<file path="src/rtl/tmr_pkg.sv">
// Shared constants and types of the 16-bit waveform timer.
package tmr_pkg;
    localparam int ADDR_W = 10;
    // Register indexes; the byte address is four times the index.
    localparam logic [7:0] IDX_CTRL_A = 8'h80;
    localparam logic [7:0] IDX_CTRL_B = 8'h81;
    localparam logic [7:0] IDX_COUNT = 8'h84;
    localparam logic [7:0] IDX_CAPT = 8'h86;
    localparam logic [7:0] IDX_CMP_A = 8'h88;
    localparam logic [7:0] IDX_CMP_B = 8'h8a;
    localparam logic [7:0] IDX_CMP_C = 8'h8c;
    localparam logic [7:0] IDX_IRQ_STAT = 8'h90;
    localparam logic [7:0] IDX_IRQ_MASK = 8'h91;
    localparam logic [7:0] IDX_TICK_DIV = 8'h92;
    localparam logic [7:0] IDX_PIN_DIR = 8'h93;
    localparam int COM_A_LSB = 6;
    localparam int MODE_LO_LSB = 0;
    localparam int MODE_HI_LSB = 3;
    localparam int RUN_BIT = 0;
    localparam int IRQ_OVF = 0;
    localparam int IRQ_MATCH_LSB = 1;
    localparam logic [7:0] CTRL_B_WMASK = 8'hdf;
    localparam logic [7:0] REG8_RST = 8'h00;
    localparam logic [15:0] REG16_RST = 16'h0000;
    localparam logic [15:0] TOP_8B = 16'h00ff;
    localparam logic [15:0] TOP_9B = 16'h01ff;
    localparam logic [15:0] TOP_10B = 16'h03ff;
    localparam logic [15:0] TOP_MAX = 16'hffff;
    localparam logic [15:0] BOTTOM = 16'h0000;
    localparam logic [15:0] ONE = 16'h0001;
    localparam logic [1:0] COM_OFF = 2'h0;
    localparam logic [1:0] COM_TOGGLE = 2'h1;
    localparam logic [1:0] COM_CLEAR = 2'h2;
    localparam logic [1:0] COM_SET = 2'h3;
    localparam logic [1:0] RESP_OKAY = 2'h0;
    localparam logic [1:0] RESP_SLVERR = 2'h2;
    localparam logic [3:0] MODE_NORMAL = 4'h0, MODE_PC8 = 4'h1,
        MODE_PC9 = 4'h2, MODE_PC10 = 4'h3, MODE_CLR_CMPA = 4'h4,
        MODE_FAST8 = 4'h5, MODE_FAST9 = 4'h6, MODE_FAST10 = 4'h7,
        MODE_PFC_CAPT = 4'h8, MODE_PFC_CMPA = 4'h9,
        MODE_PC_CAPT = 4'ha, MODE_PC_CMPA = 4'hb,
        MODE_CLR_CAPT = 4'hc, MODE_RSVD = 4'hd,
        MODE_FAST_CAPT = 4'he, MODE_FAST_CMPA = 4'hf;
    typedef enum logic [1:0] {CLS_NONPWM, CLS_FAST, CLS_DUAL} tmr_cls_t;
    typedef enum logic [1:0] {EV_IMM, EV_TOP, EV_BOT, EV_MAX} tmr_evt_t;
endpackage

</file>
<file path="src/rtl/tmr_mode_dec.sv">
// Waveform mode decoder: class, TOP source, update and overflow points.
`timescale 1ns/1ns
module tmr_mode_dec
    import tmr_pkg::*;
(
    input logic [3:0] mode,
    input logic [15:0] capt,
    input logic [15:0] cmp_a,
    output tmr_cls_t cls,
    output tmr_evt_t upd,
    output tmr_evt_t ovf,
    output logic [15:0] top,
    output logic tgl_ok
);
    function automatic logic [15:0] fixed_top(input logic [1:0] sel);
        case (sel)
            2'h1: fixed_top = TOP_8B;
            2'h2: fixed_top = TOP_9B;
            default: fixed_top = TOP_10B;
        endcase
    endfunction

    always_comb begin
        cls = CLS_NONPWM;
        upd = EV_IMM;
        ovf = EV_MAX;
        top = TOP_MAX;
        tgl_ok = 1'b0;
        case (mode)
            MODE_PC8, MODE_PC9, MODE_PC10: begin
                cls = CLS_DUAL;
                upd = EV_TOP;
                ovf = EV_BOT;
                top = fixed_top(mode[1:0]);
            end
            MODE_CLR_CMPA: top = cmp_a;
            MODE_CLR_CAPT: top = capt;
            MODE_FAST8, MODE_FAST9, MODE_FAST10: begin
                cls = CLS_FAST;
                upd = EV_TOP;
                ovf = EV_TOP;
                top = fixed_top(mode[1:0]);
            end
            MODE_PFC_CAPT, MODE_PFC_CMPA: begin
                cls = CLS_DUAL;
                upd = EV_BOT;
                ovf = EV_BOT;
                top = mode[0] ? cmp_a : capt;
                tgl_ok = 1'b1;
            end
            MODE_PC_CAPT, MODE_PC_CMPA: begin
                cls = CLS_DUAL;
                upd = EV_TOP;
                ovf = EV_BOT;
                top = mode[0] ? cmp_a : capt;
                tgl_ok = 1'b1;
            end
            MODE_FAST_CAPT, MODE_FAST_CMPA: begin
                cls = CLS_FAST;
                upd = EV_TOP;
                ovf = EV_TOP;
                top = mode[0] ? cmp_a : capt;
                tgl_ok = 1'b1;
            end
            // Normal and the reserved code count freely up to MAX.
            default: top = TOP_MAX;
        endcase
    end
endmodule // tmr_mode_dec

</file>
<file path="src/rtl/tmr_wave_ch.sv">
// One compare channel: decides the waveform level and pin ownership.
`timescale 1ns/1ns
module tmr_wave_ch
    import tmr_pkg::*;
#(
    parameter logic IS_A = 1'b0
)
(
    input logic clk,
    input logic rst_n,
    input logic [1:0] com,
    input tmr_cls_t cls,
    input logic tgl_ok,
    input logic match,
    input logic at_top,
    input logic down,
    input logic cmp_is_top,
    output logic wave,
    output logic linked
);
    typedef struct packed {
        logic wave;
    } tmr_ch_t;

    tmr_ch_t st_r;
    tmr_ch_t st_nxt;

    always_comb begin
        st_nxt = st_r;
        linked = (com != COM_OFF);
        if (com == COM_TOGGLE && cls != CLS_NONPWM && !(IS_A && tgl_ok)) begin
            linked = 1'b0;
        end
        if (linked) begin
            case (cls)
                CLS_FAST: begin
                    if (com == COM_TOGGLE) begin
                        if (match) begin
                            st_nxt.wave = ~st_r.wave;
                        end
                    end else if (at_top) begin
                        st_nxt.wave = ~com[0];
                    end else if (match && !cmp_is_top) begin
                        st_nxt.wave = com[0];
                    end
                end
                CLS_DUAL: begin
                    if (match && com == COM_TOGGLE) begin
                        st_nxt.wave = ~st_r.wave;
                    end else if (match) begin
                        st_nxt.wave = down ^ com[0];
                    end
                end
                default: begin
                    if (match) begin
                        st_nxt.wave = com[1] ? com[0] : ~st_r.wave;
                    end
                end
            endcase
        end
    end

    always_ff @(posedge clk or negedge rst_n) begin
        if (!rst_n) begin
            st_r <= '0;
        end else begin
            st_r <= st_nxt;
        end
    end

    assign wave = st_r.wave;
endmodule // tmr_wave_ch

</file>
<file path="src/rtl/tmr_wave_top.sv">
// Top of the 16-bit waveform timer: register slave, counter and pins.
`timescale 1ns/1ns
module tmr_wave_top
    import tmr_pkg::*;
(
    input logic REF_CLK,
    input logic NRST,
    input logic [ADDR_W-1:0] AWADDR,
    input logic AWVALID,
    output logic AWREADY,
    input logic [31:0] WDATA,
    input logic [3:0] WSTRB,
    input logic WVALID,
    output logic WREADY,
    output logic [1:0] BRESP,
    output logic BVALID,
    input logic BREADY,
    input logic [ADDR_W-1:0] ARADDR,
    input logic ARVALID,
    output logic ARREADY,
    output logic [31:0] RDATA,
    output logic [1:0] RRESP,
    output logic RVALID,
    input logic RREADY,
    output logic IRQ,
    output logic [2:0] WAVE_OUT,
    output logic [2:0] WAVE_OE_N,
    output logic [2:0] WAVE_OVR
);
    typedef struct packed {
        logic aw_got;
        logic [7:0] aw_idx;
        logic w_got;
        logic [31:0] wdata;
        logic [3:0] wstrb;
        logic awready;
        logic wready;
        logic bvalid;
        logic [1:0] bresp;
        logic arready;
        logic rvalid;
        logic [31:0] rdata;
        logic [1:0] rresp;
        logic [7:0] ctrl_a;
        logic [7:0] ctrl_b;
        logic [15:0] count;
        logic [15:0] capt;
        logic [15:0] div;
        logic [15:0] div_cnt;
        logic [2:0][15:0] cmp_buf;
        logic [2:0][15:0] cmp_act;
        logic down;
        logic tick;
        logic [3:0] stat;
        logic [3:0] mask;
        logic [2:0] dir;
        logic [2:0] pin;
        logic [2:0] oe_n;
        logic [2:0] ovr;
        logic irq;
    } tmr_state_t;

    tmr_state_t st_r;
    tmr_state_t n;
    logic [3:0] mode;
    tmr_cls_t cls;
    tmr_evt_t upd;
    tmr_evt_t ovf;
    logic [15:0] top;
    logic tgl_ok;
    logic [2:0] match;
    logic [2:0] cmp_top;
    logic [2:0] wave;
    logic [2:0] linked;
    logic at_top;
    logic at_bot;
    logic wr_go;
    logic [31:0] rd_word;
    logic rd_hit;

    function automatic logic [15:0] wr16(input logic [15:0] old,
                                         input logic [31:0] d,
                                         input logic [3:0] s);
        wr16 = {s[1] ? d[15:8] : old[15:8], s[0] ? d[7:0] : old[7:0]};
    endfunction

    ////////////////////////////////////////////////////////////////////////
    // Mode decode and compare channels.

    assign mode = {st_r.ctrl_b[MODE_HI_LSB +: 2],
                   st_r.ctrl_a[MODE_LO_LSB +: 2]};
    assign at_top = st_r.tick && (st_r.count == top);
    assign at_bot = st_r.tick && (st_r.count == BOTTOM);
    assign wr_go = st_r.aw_got && st_r.w_got;

    tmr_mode_dec u_dec (
        .mode(mode),
        .capt(st_r.capt),
        .cmp_a(st_r.cmp_act[0]),
        .cls(cls),
        .upd(upd),
        .ovf(ovf),
        .top(top),
        .tgl_ok(tgl_ok)
    );

    for (genvar i = 0; i < 3; i++) begin : g_ch
        assign match[i] = st_r.tick && (st_r.count == st_r.cmp_act[i]);
        assign cmp_top[i] = (st_r.cmp_act[i] == top);
        tmr_wave_ch #(.IS_A(i == 0)) u_ch (
            .clk(REF_CLK),
            .rst_n(NRST),
            .com(st_r.ctrl_a[COM_A_LSB - 2*i +: 2]),
            .cls(cls),
            .tgl_ok(tgl_ok),
            .match(match[i]),
            .at_top(at_top),
            .down(st_r.down),
            .cmp_is_top(cmp_top[i]),
            .wave(wave[i]),
            .linked(linked[i])
        );
    end

    ////////////////////////////////////////////////////////////////////////
    // Read decode.

    always_comb begin
        rd_hit = 1'b1;
        case (ARADDR[ADDR_W-1:2])
            IDX_CTRL_A: rd_word = {24'h000000, st_r.ctrl_a};
            IDX_CTRL_B: rd_word = {24'h000000, st_r.ctrl_b};
            IDX_COUNT: rd_word = {16'h0000, st_r.count};
            IDX_CAPT: rd_word = {16'h0000, st_r.capt};
            IDX_CMP_A: rd_word = {16'h0000, st_r.cmp_buf[0]};
            IDX_CMP_B: rd_word = {16'h0000, st_r.cmp_buf[1]};
            IDX_CMP_C: rd_word = {16'h0000, st_r.cmp_buf[2]};
            IDX_IRQ_STAT: rd_word = {28'h0000000, st_r.stat};
            IDX_IRQ_MASK: rd_word = {28'h0000000, st_r.mask};
            IDX_TICK_DIV: rd_word = {16'h0000, st_r.div};
            IDX_PIN_DIR: rd_word = {29'h0, st_r.dir};
            default: begin
                rd_word = 32'h00000000;
                rd_hit = 1'b0;
            end
        endcase
    end

    ////////////////////////////////////////////////////////////////////////
    // Next state.

    always_comb begin
        logic [15:0] w16;
        logic [3:0] ev;
        logic [3:0] clr;
        w16 = wr16(REG16_RST, st_r.wdata, st_r.wstrb);
        ev = '0;
        clr = '0;
        n = st_r;
        // Tick divider: the only slower rate, a one-cycle enable.
        n.tick = 1'b0;
        n.div_cnt = REG16_RST;
        if (st_r.ctrl_b[RUN_BIT]) begin
            if (st_r.div_cnt >= st_r.div) begin
                n.tick = 1'b1;
            end else begin
                n.div_cnt = st_r.div_cnt + ONE;
            end
        end
        // Counter advances only on a tick.
        if (st_r.tick) begin
            if (cls == CLS_DUAL) begin
                if (!st_r.down && st_r.count < top) begin
                    n.count = st_r.count + ONE;
                end else begin
                    // TOP was shown for this one tick; turn downward.
                    n.count = (st_r.count == BOTTOM) ? BOTTOM
                                                     : st_r.count - ONE;
                    n.down = (st_r.count > ONE);
                end
            end else begin
                n.down = 1'b0;
                n.count = (st_r.count == top) ? BOTTOM : st_r.count + ONE;
            end
        end
        // Compare buffer transfer; immediate modes track the buffer.
        for (int i = 0; i < 3; i++) begin
            if (upd == EV_IMM || (upd == EV_TOP && at_top) ||
                (upd == EV_BOT && at_bot)) begin
                n.cmp_act[i] = st_r.cmp_buf[i];
            end
            ev[IRQ_MATCH_LSB + i] = match[i];
        end
        case (ovf)
            EV_TOP: ev[IRQ_OVF] = at_top;
            EV_BOT: ev[IRQ_OVF] = at_bot;
            default: ev[IRQ_OVF] = st_r.tick && st_r.count == TOP_MAX;
        endcase
        // Register bus: address and data may arrive in either order.
        if (AWVALID && st_r.awready) begin
            n.aw_got = 1'b1;
            n.aw_idx = AWADDR[ADDR_W-1:2];
        end
        if (WVALID && st_r.wready) begin
            n.w_got = 1'b1;
            n.wdata = WDATA;
            n.wstrb = WSTRB;
        end
        if (BREADY && st_r.bvalid) begin
            n.bvalid = 1'b0;
        end
        if (wr_go) begin
            n.aw_got = 1'b0;
            n.w_got = 1'b0;
            n.bvalid = 1'b1;
            n.bresp = RESP_OKAY;
            case (st_r.aw_idx)
                IDX_CTRL_A: begin
                    w16 = wr16({8'h00, st_r.ctrl_a}, st_r.wdata, st_r.wstrb);
                    n.ctrl_a = w16[7:0];
                end
                IDX_CTRL_B: begin
                    w16 = wr16({8'h00, st_r.ctrl_b}, st_r.wdata, st_r.wstrb);
                    n.ctrl_b = w16[7:0] & CTRL_B_WMASK;
                end
                IDX_COUNT: n.count = wr16(st_r.count, st_r.wdata, st_r.wstrb);
                IDX_CAPT: n.capt = wr16(st_r.capt, st_r.wdata, st_r.wstrb);
                IDX_CMP_A: n.cmp_buf[0] =
                    wr16(st_r.cmp_buf[0], st_r.wdata, st_r.wstrb);
                IDX_CMP_B: n.cmp_buf[1] =
                    wr16(st_r.cmp_buf[1], st_r.wdata, st_r.wstrb);
                IDX_CMP_C: n.cmp_buf[2] =
                    wr16(st_r.cmp_buf[2], st_r.wdata, st_r.wstrb);
                IDX_IRQ_STAT: clr = st_r.wstrb[0] ? st_r.wdata[3:0] : 4'h0;
                IDX_IRQ_MASK: begin
                    if (st_r.wstrb[0]) begin
                        n.mask = st_r.wdata[3:0];
                    end
                end
                IDX_TICK_DIV: n.div = wr16(st_r.div, st_r.wdata, st_r.wstrb);
                IDX_PIN_DIR: begin
                    if (st_r.wstrb[0]) begin
                        n.dir = st_r.wdata[2:0];
                    end
                end
                default: n.bresp = RESP_SLVERR;
            endcase
        end
        n.awready = !n.aw_got && !n.bvalid;
        n.wready = !n.w_got && !n.bvalid;
        if (RREADY && st_r.rvalid) begin
            n.rvalid = 1'b0;
        end
        if (ARVALID && st_r.arready) begin
            n.rvalid = 1'b1;
            n.rdata = rd_word;
            n.rresp = rd_hit ? RESP_OKAY : RESP_SLVERR;
        end
        n.arready = !n.rvalid;
        // A new event beats a clear that lands in the same cycle.
        n.stat = (st_r.stat & ~clr) | ev;
        n.irq = |(n.stat & n.mask);
        // Pins are registered so every output leaves a flip-flop.
        n.pin = wave;
        n.ovr = linked;
        n.oe_n = ~(linked & st_r.dir);
    end

    always_ff @(posedge REF_CLK or negedge NRST) begin
        if (!NRST) begin
            st_r <= '0;
            st_r.oe_n <= '1;
        end else begin
            st_r <= n;
        end
    end

    assign AWREADY = st_r.awready;
    assign WREADY = st_r.wready;
    assign BRESP = st_r.bresp;
    assign BVALID = st_r.bvalid;
    assign ARREADY = st_r.arready;
    assign RDATA = st_r.rdata;
    assign RRESP = st_r.rresp;
    assign RVALID = st_r.rvalid;
    assign IRQ = st_r.irq;
    assign WAVE_OUT = st_r.pin;
    assign WAVE_OE_N = st_r.oe_n;
    assign WAVE_OVR = st_r.ovr;
endmodule // tmr_wave_top

</file>
<file path="config.mk">
export PLATFORM = sky130hd
export DESIGN_NAME = tmr_wave_top
export DESIGN_NICKNAME = d
export VERILOG_FILES = /design/src/rtl/tmr_pkg.sv /design/src/rtl/tmr_mode_dec.sv /design/src/rtl/tmr_wave_ch.sv /design/src/rtl/tmr_wave_top.sv
export SDC_FILE = /design/constraint.sdc
export NUM_CORES = 1
export LEC_CHECK = 0
export BUFFER_PORTS_ARGS = -buffer_cell sky130_fd_sc_hd__clkbuf_2
export CAP_MARGIN = 0
export CORE_ASPECT_RATIO = 0.75
export CORE_MARGIN = 2
export CORE_UTILIZATION = 60
export CTS_CLUSTER_DIAMETER = 30
export DETAILED_ROUTE_END_ITERATION = 8
export MAX_ROUTING_LAYER = met4
export PLACE_DENSITY_LB_ADDON = 0.15
export SETUP_SLACK_MARGIN = 0.5
export SLEW_MARGIN = 20
export SYNTH_ARGS = -nofsm -noshare
export SYNTH_HDL_FRONTEND = slang
export SYNTH_SLANG_ARGS = --single-unit
</file>
<file path="constraint.sdc">
create_clock -name REF_CLK -period 6.9 [get_ports REF_CLK]
set_clock_uncertainty 0.2 [all_clocks]
set_input_delay 0.345 -clock REF_CLK [delete_from_list [all_inputs] [get_ports REF_CLK]]
set_output_delay 0.345 -clock REF_CLK [all_outputs]
set_load 0.02 [all_outputs]
</file>
; ---- Yosys cells after proc, flatten, opt, wreduce, memory -nomap -nowiden
; Cells that the tools add are included.
[classes]
mux = 79
bitwise = 15
reduce_logical = 73
eq_ne = 67
magnitude_cmp = 3
addsub = 3
[ops]
columns = cell, count
row1 = $eq A8 B8 Y1 const B, 22
row2 = $mux W16, 11
row3 = $pmux W16 S11, 1
row4 = $eq A16 B16 Y1, 7
row5 = $pmux W16 S4, 1
row6 = $mux W48, 1
row7 = $mux W8, 6
row8 = $reduce_and A3 Y1, 13
row9 = $mux W1, 37
row10 = $mux W37, 1
row11 = $mux W35, 1
row12 = $add A16 B1 Y16 const B, 2
row13 = $eq A4 B4 Y1 const B, 7
row14 = $logic_and A1 B1 Y1, 27
row15 = $reduce_or A11 Y1, 2
row16 = $mux W4, 5
row17 = $pmux W10 S2, 1
row18 = $eq A16 B16 Y1 const B, 1
row19 = $eq A4 B3 Y1 const B, 4
row20 = $ge A16 B16 Y1, 1
row21 = $gt A16 B1 Y1 const B, 1
row22 = $logic_not A16 Y1, 1
row23 = $lt A16 B16 Y1, 1
row24 = $sub A16 B1 Y16 const B, 1
row25 = 35 further kinds, 85
[word_totals]
input_bits = 63
out_inout_bits = 51
wordCells = 283
ff_bits = 288

; ---- Depth between registers and ports, before layout
[depth]
word_depth = 10
depth_mapped = 21

; ---- Cells and area by module
; From an unflattened synthesis, not the netlist that was laid out.
[unflattened]
hier_cells = 1392
area_unflattened_um2 = 14944.3
[modules_own_cells]
columns = module, area_each_um2, instances, cells_each
row1 = tmr_wave_top, 13799.5, 1, 1249
row2 = tmr_wave_ch (g_ch[1].u_ch ...), 241.5, 2, 29
row3 = tmr_mode_dec, 414.1, 1, 53
row4 = tmr_wave_ch (g_ch[0].u_ch), 247.7, 1, 32

; ---- Least setup slack after synthesis
; Ideal clock, no wire load.
[synth_path]
path_type = register -> register
startpoint = reg st_r, in the netlist mode[0]
endpoint = reg st_r[180] in the netlist's numbering
arrival_time_ns = 5.138
path_stages_with_launch = 20
required_ns = 6.574
setup_ns = 0.126
setup_slack_ns = 1.436
path_buffers = 4
synth_period_minus_slack_ns = 5.464
path_cell_list = dfrtp_1 clkbuf_1 clkbuf_1 inv_1 ha_1 or2_1 buf_6 o21a_4 buf_2 a222oi_1 inv_1 ha_1 nor2b_1 o21a_1 o21ai_0 a2111oi_0 o31ai_1 or4b_1 a31o_2 a221o_1
[synth_via]
elab_chain_cells = 10
[synth_rtl]
columns = element, line_no
row1 = "start, declared", tmr_wave_top.sv:63  ; tmr_state_t st_r;
row2 = "start signal, assigned", tmr_wave_top.sv:274  ; st_r <= n;
row3 = $eq A4 B4 Y1 (tied with other cells), tmr_mode_dec.sv:29  ; case (mode)
row4 = $reduce_or A6 Y1 (no line) / $pmux W10 S2 (equally long branches), n/a
row5 = $pmux W16 S4, tmr_mode_dec.sv:29
row6 = $lt A16 B16 Y1, tmr_wave_top.sv:173  ; if (!st_r.down && st_r.count < top) begin
row7 = $logic_and A1 B1 Y1, tmr_wave_top.sv:173
row8 = $mux W16, tmr_wave_top.sv:173
row9 = $mux W16 (*), tmr_wave_top.sv:172  ; if (cls == CLS_DUAL) begin
row10 = $mux W16 (*), tmr_wave_top.sv:171  ; if (st_r.tick) begin
row11 = $mux W16, tmr_wave_top.sv:217  ; case (st_r.aw_idx)
row12 = $mux W48 (*), tmr_wave_top.sv:212  ; if (wr_go) begin
; Every way passes the cells marked *; elsewhere a longest branch is shown, timed or not.
; A chain may end at the register's enable or synchronous reset.

; ---- Worst setup path after layout
[layout_path]
startpoint = reg st_r, in the netlist mode[0]
endpoint = reg g_ch[0].u_ch.st_r
[layout_via]
elab_chain_cells = 8
[layout_rtl]
columns = element, line_no
row1 = $eq A4 B4 Y1 (tied with other cells), tmr_mode_dec.sv:29
row2 = $reduce_or A6 Y1 (no line) (tied with other cells), n/a
row3 = $pmux W16 S4 / $pmux W2 S2 (equally long branches), tmr_mode_dec.sv:29
row4 = $eq A16 B16 Y1 (tied with other cells), tmr_wave_top.sv:109  ; assign cmp_top[i] = (st_r.cmp_act[i] == top);
row5 = $logic_not A1 Y1 (tied with other cells), tmr_wave_ch.sv:43  ; end else if (match && !cmp_is_top) begin
row6 = $logic_and A1 B1 Y1 (tied with other cells), tmr_wave_ch.sv:43
row7 = $ne A4 B2 Y1 (no line) (tied with other cells), n/a
row8 = $reduce_and A5 Y1 (no line) / $pmux W1 S2 (equally long branches), n/a
row9 = "end signal, assigned", tmr_wave_ch.sv:67  ; st_r <= st_nxt;
row10 = "end, declared", tmr_wave_ch.sv:25  ; tmr_ch_t st_r;
; Parallel ways exist; a longest one is shown, timed or not.

==> run_results.csv <==
group,metric,value,unit
worst_setup_path,worstRegToRegCells,15,
route,vias_per_cell,6.57,
worst_setup_path,r2r_slack,1.06,ns
finish,drive_above_1_share,0.250,
global_route,grt_use_total,0.381,
worst_setup_path,r2r_start,"mode[0]",
sta,setup_tns,0,ns
global_route,antenna_found_initial,1,
clock_tree,clockRootBuffer,"clkbuf_16",
global_route,grt_pass1_vias,12000,
synth,synth_cell_types,75,
synth,yosys.area.top_type,"dfrtp_1",
pwr,netSwitchingFraction,0.333,
worst_hold_path,worstHoldStart,"ARVALID",
worst_hold_path,holdPathStages,3,
die,initial_core_util,0.616,
synth,syn_area,14900,um2
clock_tree,clock-sinks,252,
synth,syn_inst,1442,
worst_setup_path,cp-end-kind,"flip-flop",
die,die_y,140,um
sta,worst_pin_slew,1.07,ns
clock_tree,htree_levels,2,
pwr,seqPwrFrac,0.380,
sta,max_clock_freq,171,MHz
global_route,grt_first_pass_wirelength,72100,um
route,vias,12400,
placed_design,dp_hpwl,33900,um
die,dieArea,26100,um2
pwr,power.leakage,8.04,nW
placed_design,place_ws,0.975,ns
placed_design,io_buffers,73,
run,max-cap-violations,0,
synth,ys_seq_area_frac,0.424,
worst_setup_path,crit_type,"flip-flop to flip-flop",
die,rows,49,
worst_setup_path,worst-path-stages,15,
sta,hold_viol,0,
clock_tree,clk_latency,0.54,ns
sta,hold_slack,0.0722,ns
clock_tree,cts_setup_buffers,0,
route,routed_wl,47400,um
synth,synth_edf_count,0,
pwr,p_comb_frac,0.200,
worst_setup_path,slowest_delay,0.85,ns
worst_setup_path,worstPathRequired,7.11,ns
worst_setup_path,critPathTopFamily,"compound AO/OA/AOI/OAI gates",
synth,synth-seq-cells,252,
synth,synthArstFlopShare,1.00,
route,wl_per_cell,25.2,um
route,antenna_left,0,
worst_setup_path,rr_endpoint,"g_ch[0].u_ch.wave",
synth,synthTopCellsByCount,"249 x dfrtp_1, 185 x mux2_2, 107 x nand2_1",
route,drc_errors,0,
sta,finalSetupViolations,0,
placed_design,gp_congestion,1.01,
worst_hold_path,hold_class,"primary input to flip-flop",
finish,area_growth,16.0,%
outcome,status,"completed",
die,die_w,186,um
pwr,clockPowerShare,0.420,
pwr,p_sw,0.00184,W
worst_setup_path,cp_cell_sequence,"inv_1 -> ha_1 -> or2_1 -> o21a_4 -> a222oi_1 -> ha_1 -> nand4_1 -> nor4_1 -> buf_4 -> nand2_1 -> nand2_1 -> a2111oi_0 -> o2111ai_1 -> o31ai_1 -> mux2_2",
pwr,power.density,319,nW/um2
sta,setup_slack,1.06,ns
worst_setup_path,cpMaxStageDelayCell,"a222oi_1",
finish,n_antenna_cell,0,
global_route,grt_overflow,0,
finish,fillers,1824,
finish,final_nets,1625,
worst_hold_path,holdPathEnd,"RRESP[1]",
clock_tree,clk_pin_slew_worst_paths,0.05,ns
worst_setup_path,crit_path_max_fanout,14,
clock_tree,clk_path_buf_depth,3,
sta,period_share,0.846,
worst_setup_path,critPathBufInv,2,
die,core,24200,um2
global_route,grt_max_degree,129,
synth,synth_area_leaders,"dfrtp_1 42%, mux2_2 14%, ha_1 3.8%, xnor2_1 3.4%, nand2_1 2.7%",
worst_setup_path,crit_arrival,6.05,ns
worst_setup_path,startpoint_type,"flip-flop",
sta,slew-limit-headroom,0.281,
finish,finalCoreUtilization,0.714,
synth,synth_top_area_frac,0.419,
sta,slew_viol_final,0,
synth,synthFlopType,"dfrtp_1",
route,drt_iter0_drc,1468,
route,dr.pass1.iters,8,
clock_tree,tritoncts,"yes",
sta,grt_setup_unrepaired,"no",
synth,synthMostInstantiatedCell,"dfrtp_1",
synth,avgSynthCellArea,10.3,um2
sta,fin_crit,5.84,ns
pwr,internal_power,0.00368,W
pwr,ir_worst_vdd,0.000277,V
die,ios,114,
synth,yosysWarnings,0,
clock_tree,cts_buffers,42,
## registers in the layout, indices dropped and copies added (netlist names)
register / cells
st_r: 212
RDATA: 16
RVALID: 1
WAVE_OE_N: 3
BRESP: 1
mode: 4
IRQ: 1
ARREADY: 1
AWREADY: 1
WAVE_OVR: 3
RRESP: 1
WAVE_OUT: 3
WREADY: 1
BVALID: 1
g_ch.u_ch.wave: 3
## area by class of cell
cell class	count	area (um2)	share of cell area
inverters	49	184	0.0107
clock inverters	28	415	0.0241
repair buffers	134	941	0.0546
flip-flops and latches	252	6310	0.366
clock buffers	48	1150	0.0665
multi-input cells	1038	7840	0.454
well taps	331	414	0.0240
## power groups by stage
stage / combinational (W) / clock [W] / sequential (W)
4_1_cts: 0.00108 / 0.00233 / 0.00207
3_3_place_gp: 0.00104 / 0 / 0.00208
3_5_place_dp: 0.00106 / 0 / 0.00209
2_1_floorplan: 0.000873 / 0 / 0.00186
6_report: 0.00110 / 0.00232 / 0.00209
5_1_grt: 0.00119 / 0.00240 / 0.00211
## metrics by stage
step	cell area [um2]	total power, W	cells
final	17200	0.00551	1880
after global routing	17200	0.00571	1880
after CTS	17200	0.00549	1880
after detailed placement	15400	0.00315	1774
after global placement	15400	0.00312	1773
after floorplan	14900	0.00273	1459
## per-layer routing
metal / GRT usage / vias to the layer above / share of wire / wire [um]
met1: 0.548 / 6163 / 0.43 / 20600
met2: 0.545 / 699 / 0.43 / 20500
li1: - / 5400 / - / -
met5: - / - / 0 / 0
met4: 0.125 / 0 / 0.031 / 1480
met3: 0.0681 / 93 / 0.10 / 4830
## worst max-delay path by stage
stage,slack [ns],end,startpoint
2_1_floorplan,1.44,st_r[180],mode[0]
3_3_place_gp,1.04,st_r[182],mode[0]
3_5_place_dp,0.98,st_r[177],mode[0]
4_1_cts,0.93,st_r[177],mode[0]
5_1_grt,0.67,st_r[182],mode[0]
6_report,1.06,g_ch[0].u_ch.wave,mode[0]
## worst register-to-register path, stage by stage (launching register included)
cell and delay, ns:
dfrtp_1 0.60, inv_1 0.19, ha_1 0.32, or2_1 0.41, o21a_4 0.34, a222oi_1 0.85
ha_1 0.40, nand4_1 0.15, nor4_1 0.08, buf_4 0.17, nand2_1 0.33, nand2_1 0.23
a2111oi_0 0.41, o2111ai_1 0.23, o31ai_1 0.41, mux2_2 0.39
## logic make-up (layout without fill, tap and decap cells)
kind of cell	count (synthesis)	after routing	share of synthesized area
other cells	1	18	0.000252
xor+xnor	87	87	0.0512
flops	252	252	0.424
mux	205	205	0.154
compound gates	309	309	0.149
simple gates	374	374	0.128
fa+ha+maj	45	45	0.0379
buf+inv	169	259	0.0559
## cells in the final DEF (no fill, tap or decap), types with 14 or more instances in the layout
| cell type | count |
|---|---|
| dlygate4sd3_1 | 30 |
| a22oi_1 | 35 |
| clkbuf_2 | 72 |
| conb_1 | 18 |
| and3_1 | 19 |
| a21oi_1 | 50 |
| o21ai_0 | 55 |
| buf_4 | 28 |
| nor2_1 | 72 |
| nand4_1 | 25 |
| mux2_2 | 185 |
| xnor2_1 | 57 |
| dfrtp_1 | 249 |
| nand2b_1 | 14 |
| ha_1 | 45 |
| xor2_1 | 30 |
| and2_1 | 20 |
| nand2_1 | 107 |
| clkbuf_16 | 45 |
| a21o_1 | 22 |
| inv_1 | 49 |
| mux2i_1 | 18 |
| nand3_1 | 34 |
| a221oi_1 | 20 |
## what timing repair did
item                                   4_1_cts  5_1_grt
endpoints found under the hold margin      153        0
hold buffers                                30        0
resized for setup                            0        1
setup endpoints to repair                    0        7
Note: power is estimated with default switching activity, not from simulation.
